**config.mk**
```make
export PLATFORM = sky130hd
export DESIGN_NAME = power_sequencer
export DESIGN_NICKNAME = d
export VERILOG_FILES = /design/src/rtl/power_sequencer.v /design/src/rtl/symbol_counter.v
export VERILOG_INCLUDE_DIRS = /design/src /design/src/rtl
export SDC_FILE = /design/constraint.sdc
export NUM_CORES = 1
export LEC_CHECK = 0
export BUFFER_PORTS_ARGS = -buffer_cell sky130_fd_sc_hd__buf_4
export CAP_MARGIN = 20
export CORE_ASPECT_RATIO = 0.8
export CORE_UTILIZATION = 30
export CTS_BUF_LIST = sky130_fd_sc_hd__clkbuf_4
export DETAILED_ROUTE_END_ITERATION = 8
export PLACE_DENSITY = 0.45
export SLEW_MARGIN = 20
export SYNTH_ARGS = -nofsm -noshare
export SYNTH_HDL_FRONTEND = slang
export SYNTH_SLANG_ARGS = --single-unit
```
**constraint.sdc**
```tcl
create_clock -name clk_sys -period 4.45 [get_ports clk_sys]
set_input_delay 0.6675 -clock clk_sys [delete_from_list [all_inputs] [get_ports clk_sys]]
set_output_delay 0.6675 -clock clk_sys [all_outputs]
set_load 0.05 [all_outputs]
```
**src/rtl/power_seq_regs.vh**
```
// register map, fields, resets and state codes of the sleep/wake sequencer
`ifndef POWER_SEQ_REGS_VH
`define POWER_SEQ_REGS_VH

// ==========================================================================
// register indexes (byte address = index * 4)
// ==========================================================================
`define SLEEP_COUNT_IDX      10'h189  // sleep_symbol_receive_count
`define WAKE_COUNT_IDX       10'h18a  // wake_request_receive_count
`define NEG_CTRL_IDX         10'h18b  // sleep_negotiation_control
`define CMD_IDX              10'h18c  // power_command
`define STATUS_IDX           10'h18e  // power_state_status
`define WAKE_FWD_CTRL_IDX    10'h190  // wake_forward_control

// ==========================================================================
// reset values
// ==========================================================================
`define SLEEP_COUNT_RST      10'h040  // 64 sleep symbols
`define WAKE_COUNT_RST       10'h040  // 64 wake-request symbols
`define NEG_CTRL_RST         16'h1c4b // control register, strap bit patched in
`define NEG_CTRL_WMASK       16'h1862 // bits 12, 11, 6, 5, 1 are writable
`define CMD_RST              9'h000
`define WAKE_FWD_RST         1'b1

// ==========================================================================
// field positions
// ==========================================================================
`define LINK_DROP_ABORT_BIT  12
`define TRAFFIC_ABORT_BIT    11
`define AUTO_MODE_BIT        6
`define MONITOR_EN_BIT       5
`define SLEEP_SELECT_BIT     1
`define CMD_NORMAL_BIT       0
`define CMD_SLEEP_BIT        1
`define CMD_STANDBY_BIT      4
`define CMD_WAKE_BIT         7

// ==========================================================================
// power state codes, as shown in power_state_code
// ==========================================================================
`define ST_SLEEP             7'h01
`define ST_STANDBY           7'h02
`define ST_NORMAL            7'h04
`define ST_SLEEP_ACK         7'h08
`define ST_SLEEP_REQ         7'h10

// ==========================================================================
// bus answers
// ==========================================================================
`define RESP_OKAY            2'b00
`define RESP_SLVERR          2'b10

`endif

```
**src/rtl/power_sequencer.v**
```verilog
// sleep/wake negotiation sequencer with its registers on an axi4-lite slave
//
// What this block does
// - sleep indication after programmed sleep symbol count
// - wake acknowledge after programmed wake-request count
// - link drop aborts negotiation when enabled
// - traffic aborts negotiation when enabled
// - autonomous enable resets from strap pins
// - link-up clears autonomous enable; software writes it
// - monitor enable gates fault move to standby
// - negotiated end state: sleep or standby select
// - one-hot self-clearing power commands
// - wake forwarding only while forwarding enabled
//
// Implementation choice: register access over AXI4-Lite.

`include "power_seq_regs.vh"

module power_sequencer #(
  parameter ADDR_W = 12               // byte address width
) (
  input  wire              clk_sys,               // device clock, 10 mhz
  input  wire              rstn,                  // synchronous reset, active low
  input  wire              ce,                    // clock enable
  // axi4-lite slave
  input  wire [ADDR_W-1:0] s_axi_awaddr,
  input  wire              s_axi_awvalid,
  output reg               s_axi_awready,
  input  wire [31:0]       s_axi_wdata,
  input  wire [3:0]        s_axi_wstrb,
  input  wire              s_axi_wvalid,
  output reg               s_axi_wready,
  output reg  [1:0]        s_axi_bresp,
  output reg               s_axi_bvalid,
  input  wire              s_axi_bready,
  input  wire [ADDR_W-1:0] s_axi_araddr,
  input  wire              s_axi_arvalid,
  output reg               s_axi_arready,
  output reg  [31:0]       s_axi_rdata,
  output reg  [1:0]        s_axi_rresp,
  output reg               s_axi_rvalid,
  input  wire              s_axi_rready,
  // line side, same clock
  input  wire              sleep_symbol,          // sleep symbol received
  input  wire              wake_symbol,           // wake-request symbol received
  input  wire              link_up,               // link status
  input  wire              tx_activity,           // packet being sent
  input  wire              rx_activity,           // packet being received
  // pins and monitors, asynchronous
  input  wire              over_temp,             // over-temperature alarm
  input  wire              under_volt,            // under-voltage alarm
  input  wire              receive_data3_strap,   // strap selects the source
  input  wire              clock_output_strap,    // strap for autonomous mode
  input  wire              indicator1_strap,      // strap for autonomous mode
  // status outputs
  output reg  [6:0]        power_state_code,      // current power state
  output reg               sleep_symbol_received, // sleep count reached
  output reg               wake_request_ack,      // wake count reached
  output reg               wake_forward,          // wake forwarded
  output reg               send_sleep_request,    // ask partner for sleep
  output reg               send_wake_request,     // wake command issued
  output reg               negotiated_standby,    // standby after negotiation
  output reg               autonomous_mode        // autonomous mode enabled
);

  // ========================================================================
  // address decode
  // ========================================================================
  // true when the byte address hits a register index
  function hit;
    input [ADDR_W-1:0] addr;
    input [9:0]        idx;
    begin
      hit = (addr[11:2] == idx) && (addr[1:0] == 2'b00);
    end
  endfunction

  // byte-lane merge of a 16-bit register
  function [15:0] merge16;
    input [15:0] old;
    input [15:0] data;
    input [1:0]  strb;
    begin
      merge16 = {strb[1] ? data[15:8] : old[15:8], strb[0] ? data[7:0] : old[7:0]};
    end
  endfunction

  // ========================================================================
  // input synchronisers for pins
  // ========================================================================
  reg  [4:0] pin_meta_reg;            // first stage, read only by second
  reg  [4:0] pin_sync_reg;            // second stage
  wire       over_temp_s    = pin_sync_reg[4];
  wire       under_volt_s   = pin_sync_reg[3];
  wire       rd3_strap_s    = pin_sync_reg[2];
  wire       clock_output_strap_s = pin_sync_reg[1];
  wire       led1_strap_s   = pin_sync_reg[0];

  // two flops per pin
  always @(posedge clk_sys)
  begin
    if (!rstn)
    begin
      pin_meta_reg <= 5'h00;
      pin_sync_reg <= 5'h00;
    end
    else if (ce)
    begin
      pin_meta_reg <= {over_temp, under_volt, receive_data3_strap,
                       clock_output_strap, indicator1_strap};
      pin_sync_reg <= pin_meta_reg;
    end
  end

  // ========================================================================
  // registers and bus slave
  // ========================================================================
  reg  [9:0]        sleep_count_reg;  // sleep symbols needed
  reg  [9:0]        wake_count_reg;   // wake-request symbols needed
  reg  [15:0]       neg_ctrl_reg;     // negotiation control
  reg  [8:0]        cmd_reg;          // pending one-hot commands
  reg               wake_fwd_en_reg;  // wake forwarding enable
  reg               link_up_d_reg;    // link status, last cycle
  reg  [ADDR_W-1:0] awaddr_reg;       // held write address
  reg  [31:0]       wdata_reg;        // held write data
  reg  [3:0]        wstrb_reg;        // held write strobes
  reg               aw_full_reg;      // write address held
  reg               w_full_reg;       // write data held
  reg  [6:0]        state_reg;        // power state
  reg  [15:0]       neg_ctrl_next;
  reg  [8:0]        cmd_next;
  reg  [31:0]       rdata_next;
  reg               rd_ok;
  reg               wr_ok;
  reg               strap_live_reg;   // auto bit still follows straps
  wire              do_write  = aw_full_reg && w_full_reg && !s_axi_bvalid;
  wire              link_rise = link_up && !link_up_d_reg;
  // autonomous default depends on straps
  wire              auto_strap_val = rd3_strap_s ? ~clock_output_strap_s : ~led1_strap_s;

  // write decode and next values
  always @*
  begin
    wr_ok         = hit(awaddr_reg, `SLEEP_COUNT_IDX) || hit(awaddr_reg, `WAKE_COUNT_IDX) ||
                    hit(awaddr_reg, `NEG_CTRL_IDX) || hit(awaddr_reg, `CMD_IDX) ||
                    hit(awaddr_reg, `STATUS_IDX) || hit(awaddr_reg, `WAKE_FWD_CTRL_IDX);
    // reserved bits keep reset values
    neg_ctrl_next = neg_ctrl_reg;
    // straps set the auto bit until software or link-up takes over
    if (strap_live_reg)
      neg_ctrl_next[`AUTO_MODE_BIT] = auto_strap_val;
    if (do_write && hit(awaddr_reg, `NEG_CTRL_IDX))
      neg_ctrl_next = (merge16(neg_ctrl_reg, wdata_reg[15:0], wstrb_reg[1:0])
                       & `NEG_CTRL_WMASK) | (neg_ctrl_reg & ~`NEG_CTRL_WMASK);
    // link-up clears autonomous enable
    if (link_rise)
      neg_ctrl_next[`AUTO_MODE_BIT] = 1'b0;
    // commands last one cycle; a new write wins over the clear
    cmd_next = `CMD_RST;
    if (do_write && hit(awaddr_reg, `CMD_IDX))
      cmd_next = {wstrb_reg[1] ? wdata_reg[8] : 1'b0,
                  wstrb_reg[0] ? wdata_reg[7:0] : 8'h00};
  end

  // read decode
  always @*
  begin
    rd_ok      = 1'b1;
    rdata_next = 32'h0;
    if (hit(s_axi_araddr, `SLEEP_COUNT_IDX))
      rdata_next = {22'h0, sleep_count_reg};
    else if (hit(s_axi_araddr, `WAKE_COUNT_IDX))
      rdata_next = {22'h0, wake_count_reg};
    else if (hit(s_axi_araddr, `NEG_CTRL_IDX))
      rdata_next = {16'h0, neg_ctrl_reg};
    else if (hit(s_axi_araddr, `CMD_IDX))
      rdata_next = {23'h0, cmd_reg};
    else if (hit(s_axi_araddr, `STATUS_IDX))
      rdata_next = {25'h0, state_reg};
    else if (hit(s_axi_araddr, `WAKE_FWD_CTRL_IDX))
      rdata_next = {31'h0, wake_fwd_en_reg};
    else
      rd_ok = 1'b0;
  end

  // bus handshakes and register storage
  always @(posedge clk_sys)
  begin
    if (!rstn)
    begin
      s_axi_awready   <= 1'b1;
      s_axi_wready    <= 1'b1;
      s_axi_bvalid    <= 1'b0;
      s_axi_bresp     <= `RESP_OKAY;
      s_axi_arready   <= 1'b1;
      s_axi_rvalid    <= 1'b0;
      s_axi_rresp     <= `RESP_OKAY;
      s_axi_rdata     <= 32'h0;
      aw_full_reg     <= 1'b0;
      w_full_reg      <= 1'b0;
      awaddr_reg      <= {ADDR_W{1'b0}};
      wdata_reg       <= 32'h0;
      wstrb_reg       <= 4'h0;
      sleep_count_reg <= `SLEEP_COUNT_RST;
      wake_count_reg  <= `WAKE_COUNT_RST;
      neg_ctrl_reg    <= `NEG_CTRL_RST;
      cmd_reg         <= `CMD_RST;
      wake_fwd_en_reg <= `WAKE_FWD_RST;
      link_up_d_reg   <= 1'b0;
      strap_live_reg  <= 1'b1;
    end
    else if (ce)
    begin
      link_up_d_reg <= link_up;
      neg_ctrl_reg  <= neg_ctrl_next;
      cmd_reg       <= cmd_next;
      // first control write or link-up ends strap tracking
      if (link_rise || (do_write && hit(awaddr_reg, `NEG_CTRL_IDX)))
        strap_live_reg <= 1'b0;
      // address and data are taken in either order
      if (s_axi_awvalid && s_axi_awready)
      begin
        awaddr_reg    <= s_axi_awaddr;
        aw_full_reg   <= 1'b1;
        s_axi_awready <= 1'b0;
      end
      if (s_axi_wvalid && s_axi_wready)
      begin
        wdata_reg    <= s_axi_wdata;
        wstrb_reg    <= s_axi_wstrb;
        w_full_reg   <= 1'b1;
        s_axi_wready <= 1'b0;
      end
      // both held: store and answer
      if (do_write)
      begin
        aw_full_reg  <= 1'b0;
        w_full_reg   <= 1'b0;
        s_axi_bvalid <= 1'b1;
        s_axi_bresp  <= wr_ok ? `RESP_OKAY : `RESP_SLVERR;
        if (hit(awaddr_reg, `SLEEP_COUNT_IDX))
          sleep_count_reg <= {wstrb_reg[1] ? wdata_reg[9:8] : sleep_count_reg[9:8],
                              wstrb_reg[0] ? wdata_reg[7:0] : sleep_count_reg[7:0]};
        if (hit(awaddr_reg, `WAKE_COUNT_IDX))
          wake_count_reg <= {wstrb_reg[1] ? wdata_reg[9:8] : wake_count_reg[9:8],
                             wstrb_reg[0] ? wdata_reg[7:0] : wake_count_reg[7:0]};
        if (hit(awaddr_reg, `WAKE_FWD_CTRL_IDX) && wstrb_reg[0])
          wake_fwd_en_reg <= wdata_reg[0];
      end
      // response taken, reopen write channels
      if (s_axi_bvalid && s_axi_bready)
      begin
        s_axi_bvalid  <= 1'b0;
        s_axi_awready <= 1'b1;
        s_axi_wready  <= 1'b1;
      end
      // read answers one cycle after the address
      if (s_axi_arvalid && s_axi_arready)
      begin
        s_axi_arready <= 1'b0;
        s_axi_rvalid  <= 1'b1;
        s_axi_rdata   <= rdata_next;
        s_axi_rresp   <= rd_ok ? `RESP_OKAY : `RESP_SLVERR;
      end
      if (s_axi_rvalid && s_axi_rready)
      begin
        s_axi_rvalid  <= 1'b0;
        s_axi_arready <= 1'b1;
      end
    end
  end

  // ========================================================================
  // symbol counters
  // ========================================================================
  wire sleep_reached;                 // sleep count met this cycle
  wire wake_reached;                  // wake count met this cycle
  wire negotiating = (state_reg == `ST_SLEEP_REQ) || (state_reg == `ST_SLEEP_ACK);
  // link drop or traffic ends a negotiation
  wire abort_neg   = negotiating &&
                     ((neg_ctrl_reg[`LINK_DROP_ABORT_BIT] && !link_up) ||
                      (neg_ctrl_reg[`TRAFFIC_ABORT_BIT] && (tx_activity || rx_activity)));

  // sleep symbols counted against the programmed threshold
  symbol_counter #(.CNT_W(10)) sleep_counter (
    .clk_sys   (clk_sys),
    .rstn      (rstn),
    .ce        (ce),
    .clear     (abort_neg),
    .symbol    (sleep_symbol),
    .threshold (sleep_count_reg),
    .reached   (sleep_reached)
  );

  // wake-request symbols counted against their threshold
  symbol_counter #(.CNT_W(10)) wake_counter (
    .clk_sys   (clk_sys),
    .rstn      (rstn),
    .ce        (ce),
    .clear     (1'b0),
    .symbol    (wake_symbol),
    .threshold (wake_count_reg),
    .reached   (wake_reached)
  );

  // ========================================================================
  // power state machine
  // ========================================================================
  reg [6:0] state_next;

  // next state, commands first, then line events, except that in sleep a reached wake count wins over a standby command
  always @*
  begin
    state_next = state_reg;
    case (state_reg)
      `ST_NORMAL:
      begin
        if (cmd_reg[`CMD_STANDBY_BIT])
          state_next = `ST_STANDBY;
        else if (cmd_reg[`CMD_SLEEP_BIT])
          state_next = `ST_SLEEP_REQ;
        else if (neg_ctrl_reg[`MONITOR_EN_BIT] && (over_temp_s || under_volt_s))
          state_next = `ST_STANDBY;
        else if (sleep_reached && neg_ctrl_reg[`AUTO_MODE_BIT])
          state_next = `ST_SLEEP_ACK;
      end
      `ST_SLEEP_REQ, `ST_SLEEP_ACK:
      begin
        if (cmd_reg[`CMD_NORMAL_BIT] || abort_neg)
          state_next = `ST_NORMAL;
        else if (state_reg == `ST_SLEEP_REQ && sleep_reached)
          state_next = `ST_SLEEP_ACK;
        else if (state_reg == `ST_SLEEP_ACK)
          state_next = neg_ctrl_reg[`SLEEP_SELECT_BIT] ? `ST_SLEEP : `ST_STANDBY;
      end
      `ST_SLEEP, `ST_STANDBY:
      begin
        if (cmd_reg[`CMD_NORMAL_BIT] || cmd_reg[`CMD_WAKE_BIT] || wake_reached)
          state_next = `ST_NORMAL;
        else if (state_reg == `ST_SLEEP && cmd_reg[`CMD_STANDBY_BIT])
          state_next = `ST_STANDBY;
      end
      default:
        state_next = `ST_NORMAL;
    endcase
  end

  // state and registered outputs
  always @(posedge clk_sys)
  begin
    if (!rstn)
    begin
      state_reg             <= `ST_NORMAL;
      power_state_code      <= `ST_NORMAL;
      sleep_symbol_received <= 1'b0;
      wake_request_ack      <= 1'b0;
      wake_forward          <= 1'b0;
      send_sleep_request    <= 1'b0;
      send_wake_request     <= 1'b0;
      negotiated_standby    <= 1'b0;
      autonomous_mode       <= 1'b0;
    end
    else if (ce)
    begin
      state_reg             <= state_next;
      power_state_code      <= state_next;
      sleep_symbol_received <= sleep_reached;
      wake_request_ack      <= wake_reached;
      wake_forward          <= wake_reached && wake_fwd_en_reg;
      send_sleep_request    <= (state_next == `ST_SLEEP_REQ);
      send_wake_request     <= cmd_reg[`CMD_WAKE_BIT];
      // standby reached through negotiation
      if (state_reg == `ST_SLEEP_ACK && state_next == `ST_STANDBY)
        negotiated_standby <= 1'b1;
      else if (state_next != `ST_STANDBY)
        negotiated_standby <= 1'b0;
      autonomous_mode       <= neg_ctrl_next[`AUTO_MODE_BIT];
    end
  end

endmodule // power_sequencer

```
**src/rtl/symbol_counter.v**
```verilog
// counts received line symbols and pulses once a programmed number has arrived

module symbol_counter #(
  parameter CNT_W = 10                // width of the count and the threshold
) (
  input  wire             clk_sys,    // device clock
  input  wire             rstn,       // synchronous reset, active low
  input  wire             ce,         // clock enable, freezes state when low
  input  wire             clear,      // restart the count
  input  wire             symbol,     // one received symbol this cycle
  input  wire [CNT_W-1:0] threshold,  // symbols needed
  output reg              reached     // one-cycle pulse when threshold met
);

  // ========================================================================
  // counter
  // ========================================================================
  reg  [CNT_W-1:0] count_reg;         // symbols seen so far
  wire [CNT_W-1:0] count_inc = count_reg + {{(CNT_W-1){1'b0}}, 1'b1}; // count with this symbol

  // count up; a zero threshold fires on the first symbol
  always @(posedge clk_sys)
  begin
    if (!rstn)
    begin
      count_reg <= {CNT_W{1'b0}};
      reached   <= 1'b0;
    end
    else if (ce)
    begin
      if (clear || reached)
      begin
        // restart, so reached lasts one cycle
        count_reg <= {CNT_W{1'b0}};
        reached   <= 1'b0;
      end
      else if (symbol)
      begin
        if (count_inc >= threshold)
        begin
          count_reg <= {CNT_W{1'b0}};
          reached   <= 1'b1;
        end
        else
          count_reg <= count_inc;
      end
    end
  end

endmodule // symbol_counter

```
==> results.tsv <==
stage	metric	value	unit
route	Routed wire per std cell	17.0	microns
setup_path	CP max stage delay	540	ps
layout	fin nets	972	
die	initial core utilization	30.8	%
timing	Slew headroom	35.9	%
route	# DRC	0	
layout	FILL cells	2340	
timing	Slew Viols, Final	0	
run	Max Cap Violations	0	
setup_path	slowest CP cell	nor2_1	
synthesis	Post-Syn Instances	797	
setup_path	reg2reg start	wake_counter.count_reg[0]	
placement	port buffer count	92	
layout	synth-to-layout area growth	17.0	%
setup_path	CP required	4930	ps
setup_path	Crit path max-delay family	simple AND/OR/NAND/NOR gates	
route	DR vias/cell	4.90	
global_routing	largest net degree at the start of global routing	43	
pwr	Cell Pwr Density	302	nW/um^2
setup_path	Startpoint Class	register	
min_path	Hold Crit Class	input port to register	
clocking	hold_buf cts	0	
layout	Util after Layout	36.0	%
setup_path	R2R depth	10	
timing	clock skew	21.6	ps
die	core region area	21700	sq um
synthesis	Unique masters post-synth	67	
setup_path	worst-path cell chain	ha_1, nand3_1, or2_2, xor2_1, inv_1, ha_1, o21a_1, nor2_1, o211ai_1, o211ai_1	
clocking	Post-CTS Setup Inserts	0	
global_routing	GRT Total Usage	18.2	%
layout	share of cells above drive strength 1	17.1	%
die	Die W	169	microns
timing	Hold WS	333	ps
placement	Post-DP Area	7560	sq um
clocking	CTS tree	built	
setup_path	WS Path Type	register to register	
timing	Final Cycle Share	68.7	%
clocking	H-tree depth	4	
timing	setup TNS	0	ps
clocking	worst-skew pair later-pin latency	560	ps
timing	Fin. Hold Viols	0	
clocking	CTS buffer count	17	
timing	FMAX	327	MHz
route	DRT iter0 DRCs	422	
route	DR pass1 iterations	5	
die	die footprint	22900	sq um
synthesis	number of flops mapped to enable cells by yosys	0	
die	IO Count	133	
setup_path	CP arrival	3540	ps
route	Antenna Nets Post-Route	0	
clocking	CTS root buffer	clkbuf_4	
clocking	clock buffer depth	2	
synthesis	#FFs+latches synth	133	
setup_path	CP bufs+invs	1	
timing	post-route minimum period	3060	ps
synthesis	sequential share of the synthesized area	39.8	%
global_routing	vias in the first global route	5409	
clocking	clock-pin slew on the worst setup and hold paths	140	ps
layout	final non-filler cell area	7840	sq um
synthesis	Post-Syn Area per Cell	8.40	sq um
die	Cell Rows	48	
route	routed wire length	20.2	mm
synthesis	prevailing post-synth register cell	dfxtp_1	
run_status	status	finished clean	
setup_path	CP Depth	10	
synthesis	synth warn	0	
pwr	Peak supply drop	0.146	mV
global_routing	first-pass GRT wire length	31.5	mm
placement	dpl hpwl	14.7	mm
layout	max reg flops	15	
setup_path	CP max FO	10	
timing	worst slew pin tran	960	ps
setup_path	crit end category	register	
timing	setup violators final	0	
route	vias after detailed routing	5821	
synthesis	Post-synth ARST share	0	%
global_routing	initial antenna violation count	1	
pwr	total power	2370	uW
setup_path	crit path from	wake_counter.count_reg[0]	
synthesis	Mapped Area	6700	sq um
clocking	post-CTS sizing	0	
min_path	Hold Crit Depth	3	
placement	gpl congestion	0.828	
die	Die H	136	microns
global_routing	total gr overflow	0	
timing	unrepaired setup endpoints after global routing	false	
clocking	CTS sink cnt	133	
min_path	hold_sp	indicator1_strap	
pwr	LEAKAGE	0.00317	uW
## final timing paths
| path | end | slack (ps) |
|---|---|---|
| hold reg to reg | awaddr_reg[10] | 460 |
| hold / removal | pin_meta_reg[0] | 330 |
| setup reg to reg | wake_counter.count_reg[6] | 1390 |
| setup / recovery | wake_counter.count_reg[6] | 1390 |
## report_power, final
| group | internal, uW | switching, uW | leakage, uW | total [uW] |
|---|---|---|---|---|
| combinational | 101 | 197 | 0.00195 | 298 |
| sequential | 1220 | 34.2 | 0.00108 | 1260 |
| clock | 290 | 522 | 0.000143 | 812 |
## placed cells by master, fill, tap and decap left out, drive strengths merged, types with 22 or more instances in the layout
cell   count
nand2    101
ha        22
dfxtp    133
o21ai     30
mux2i     39
nand3     25
inv       36
nor2      76
a21oi     68
buf       99
## cell type report
class	count	area [sq um]	share of cell area, %
Multi-Input combinational cell	590	3660	46.7
Sequential cell	133	2660	34.0
Timing Repair Buffer	99	743	9.48
Tap cell	300	375	4.79
Clock inverter	15	148	1.88
Clock buffer	17	128	1.63
Inverter	31	116	1.48
Antenna cell	2	5.00	0.0639
## worst reg2reg max path, stage by stage (launching register included)
cell	delay [ps]
dfxtp_1	480
ha_1	260
nand3_1	180
or2_2	330
xor2_1	190
inv_1	70
ha_1	270
o21a_1	190
nor2_1	540
o211ai_1	270
o211ai_1	220
## synthesized netlist by cell type, types with 3 or more instances
library cell	n	share of area, %
dfxtp_1	133	40
nand2_1	101	5.7
nor2_1	76	4.3
a21oi_1	68	5.1
mux2i_1	39	5.8
clkbuf_1	34	1.9
inv_1	31	1.7
o21ai_0	29	2.2
nand3_1	25	1.9
ha_1	22	4.1
buf_4	20	2.2
and3_1	15	1.4
xor2_1	15	2.0
nor3_1	13	0.97
a22oi_1	12	1.3
o211ai_1	11	1.2
a31oi_1	9	0.84
nand2b_1	9	0.84
xnor2_1	9	1.2
nand4_1	8	0.75
nor2b_1	8	0.75
o21a_1	8	0.90
o311ai_0	7	0.92
a211oi_1	6	0.67
a32oi_1	6	0.78
o2111ai_1	6	0.78
a21o_1	5	0.56
nor3b_1	5	0.56
and2_1	4	0.37
mux2_2	4	0.67
nand3b_1	4	0.45
o21bai_1	4	0.45
or3_1	4	0.37
buf_1	3	0.17
nor4_1	3	0.28
## metal layers
| layer | global-route usage, % | routed length (microns) |
|---|---|---|
| met5 | 0 | 0 |
| met4 | 4.60 | 265 |
| met3 | 3.53 | 904 |
| met2 | 25.8 | 8180 |
| met1 | 27.5 | 10800 |
## cell families (layout without fill, tap and decap cells)
| group | after synthesis | in the layout | share of synthesized area, % |
|---|---|---|---|
| AND/OR/NAND/NOR | 294 | 294 | 21.4 |
| AO/OA/AOI/OAI | 189 | 189 | 18.5 |
| flip-flops | 133 | 133 | 39.8 |
| buffers and inverters | 91 | 162 | 6.56 |
| multiplexers | 43 | 43 | 6.50 |
| XOR/XNOR | 24 | 24 | 3.14 |
| adder cells (fa/ha/maj) | 22 | 22 | 4.11 |
| other | 1 | 20 | 0.0560 |
## per-stage QoR
| step | std cells | setup WS [ps] |
|---|---|---|
| CTS | 1185 | 1340 |
| floorplan | 814 | 1860 |
| global placement | 1153 | 1400 |
| detailed placement | 1153 | 1400 |
| finish | 1187 | 1390 |
| global route | 1187 | 1060 |
Note: power is estimated with default switching activity, not from simulation.
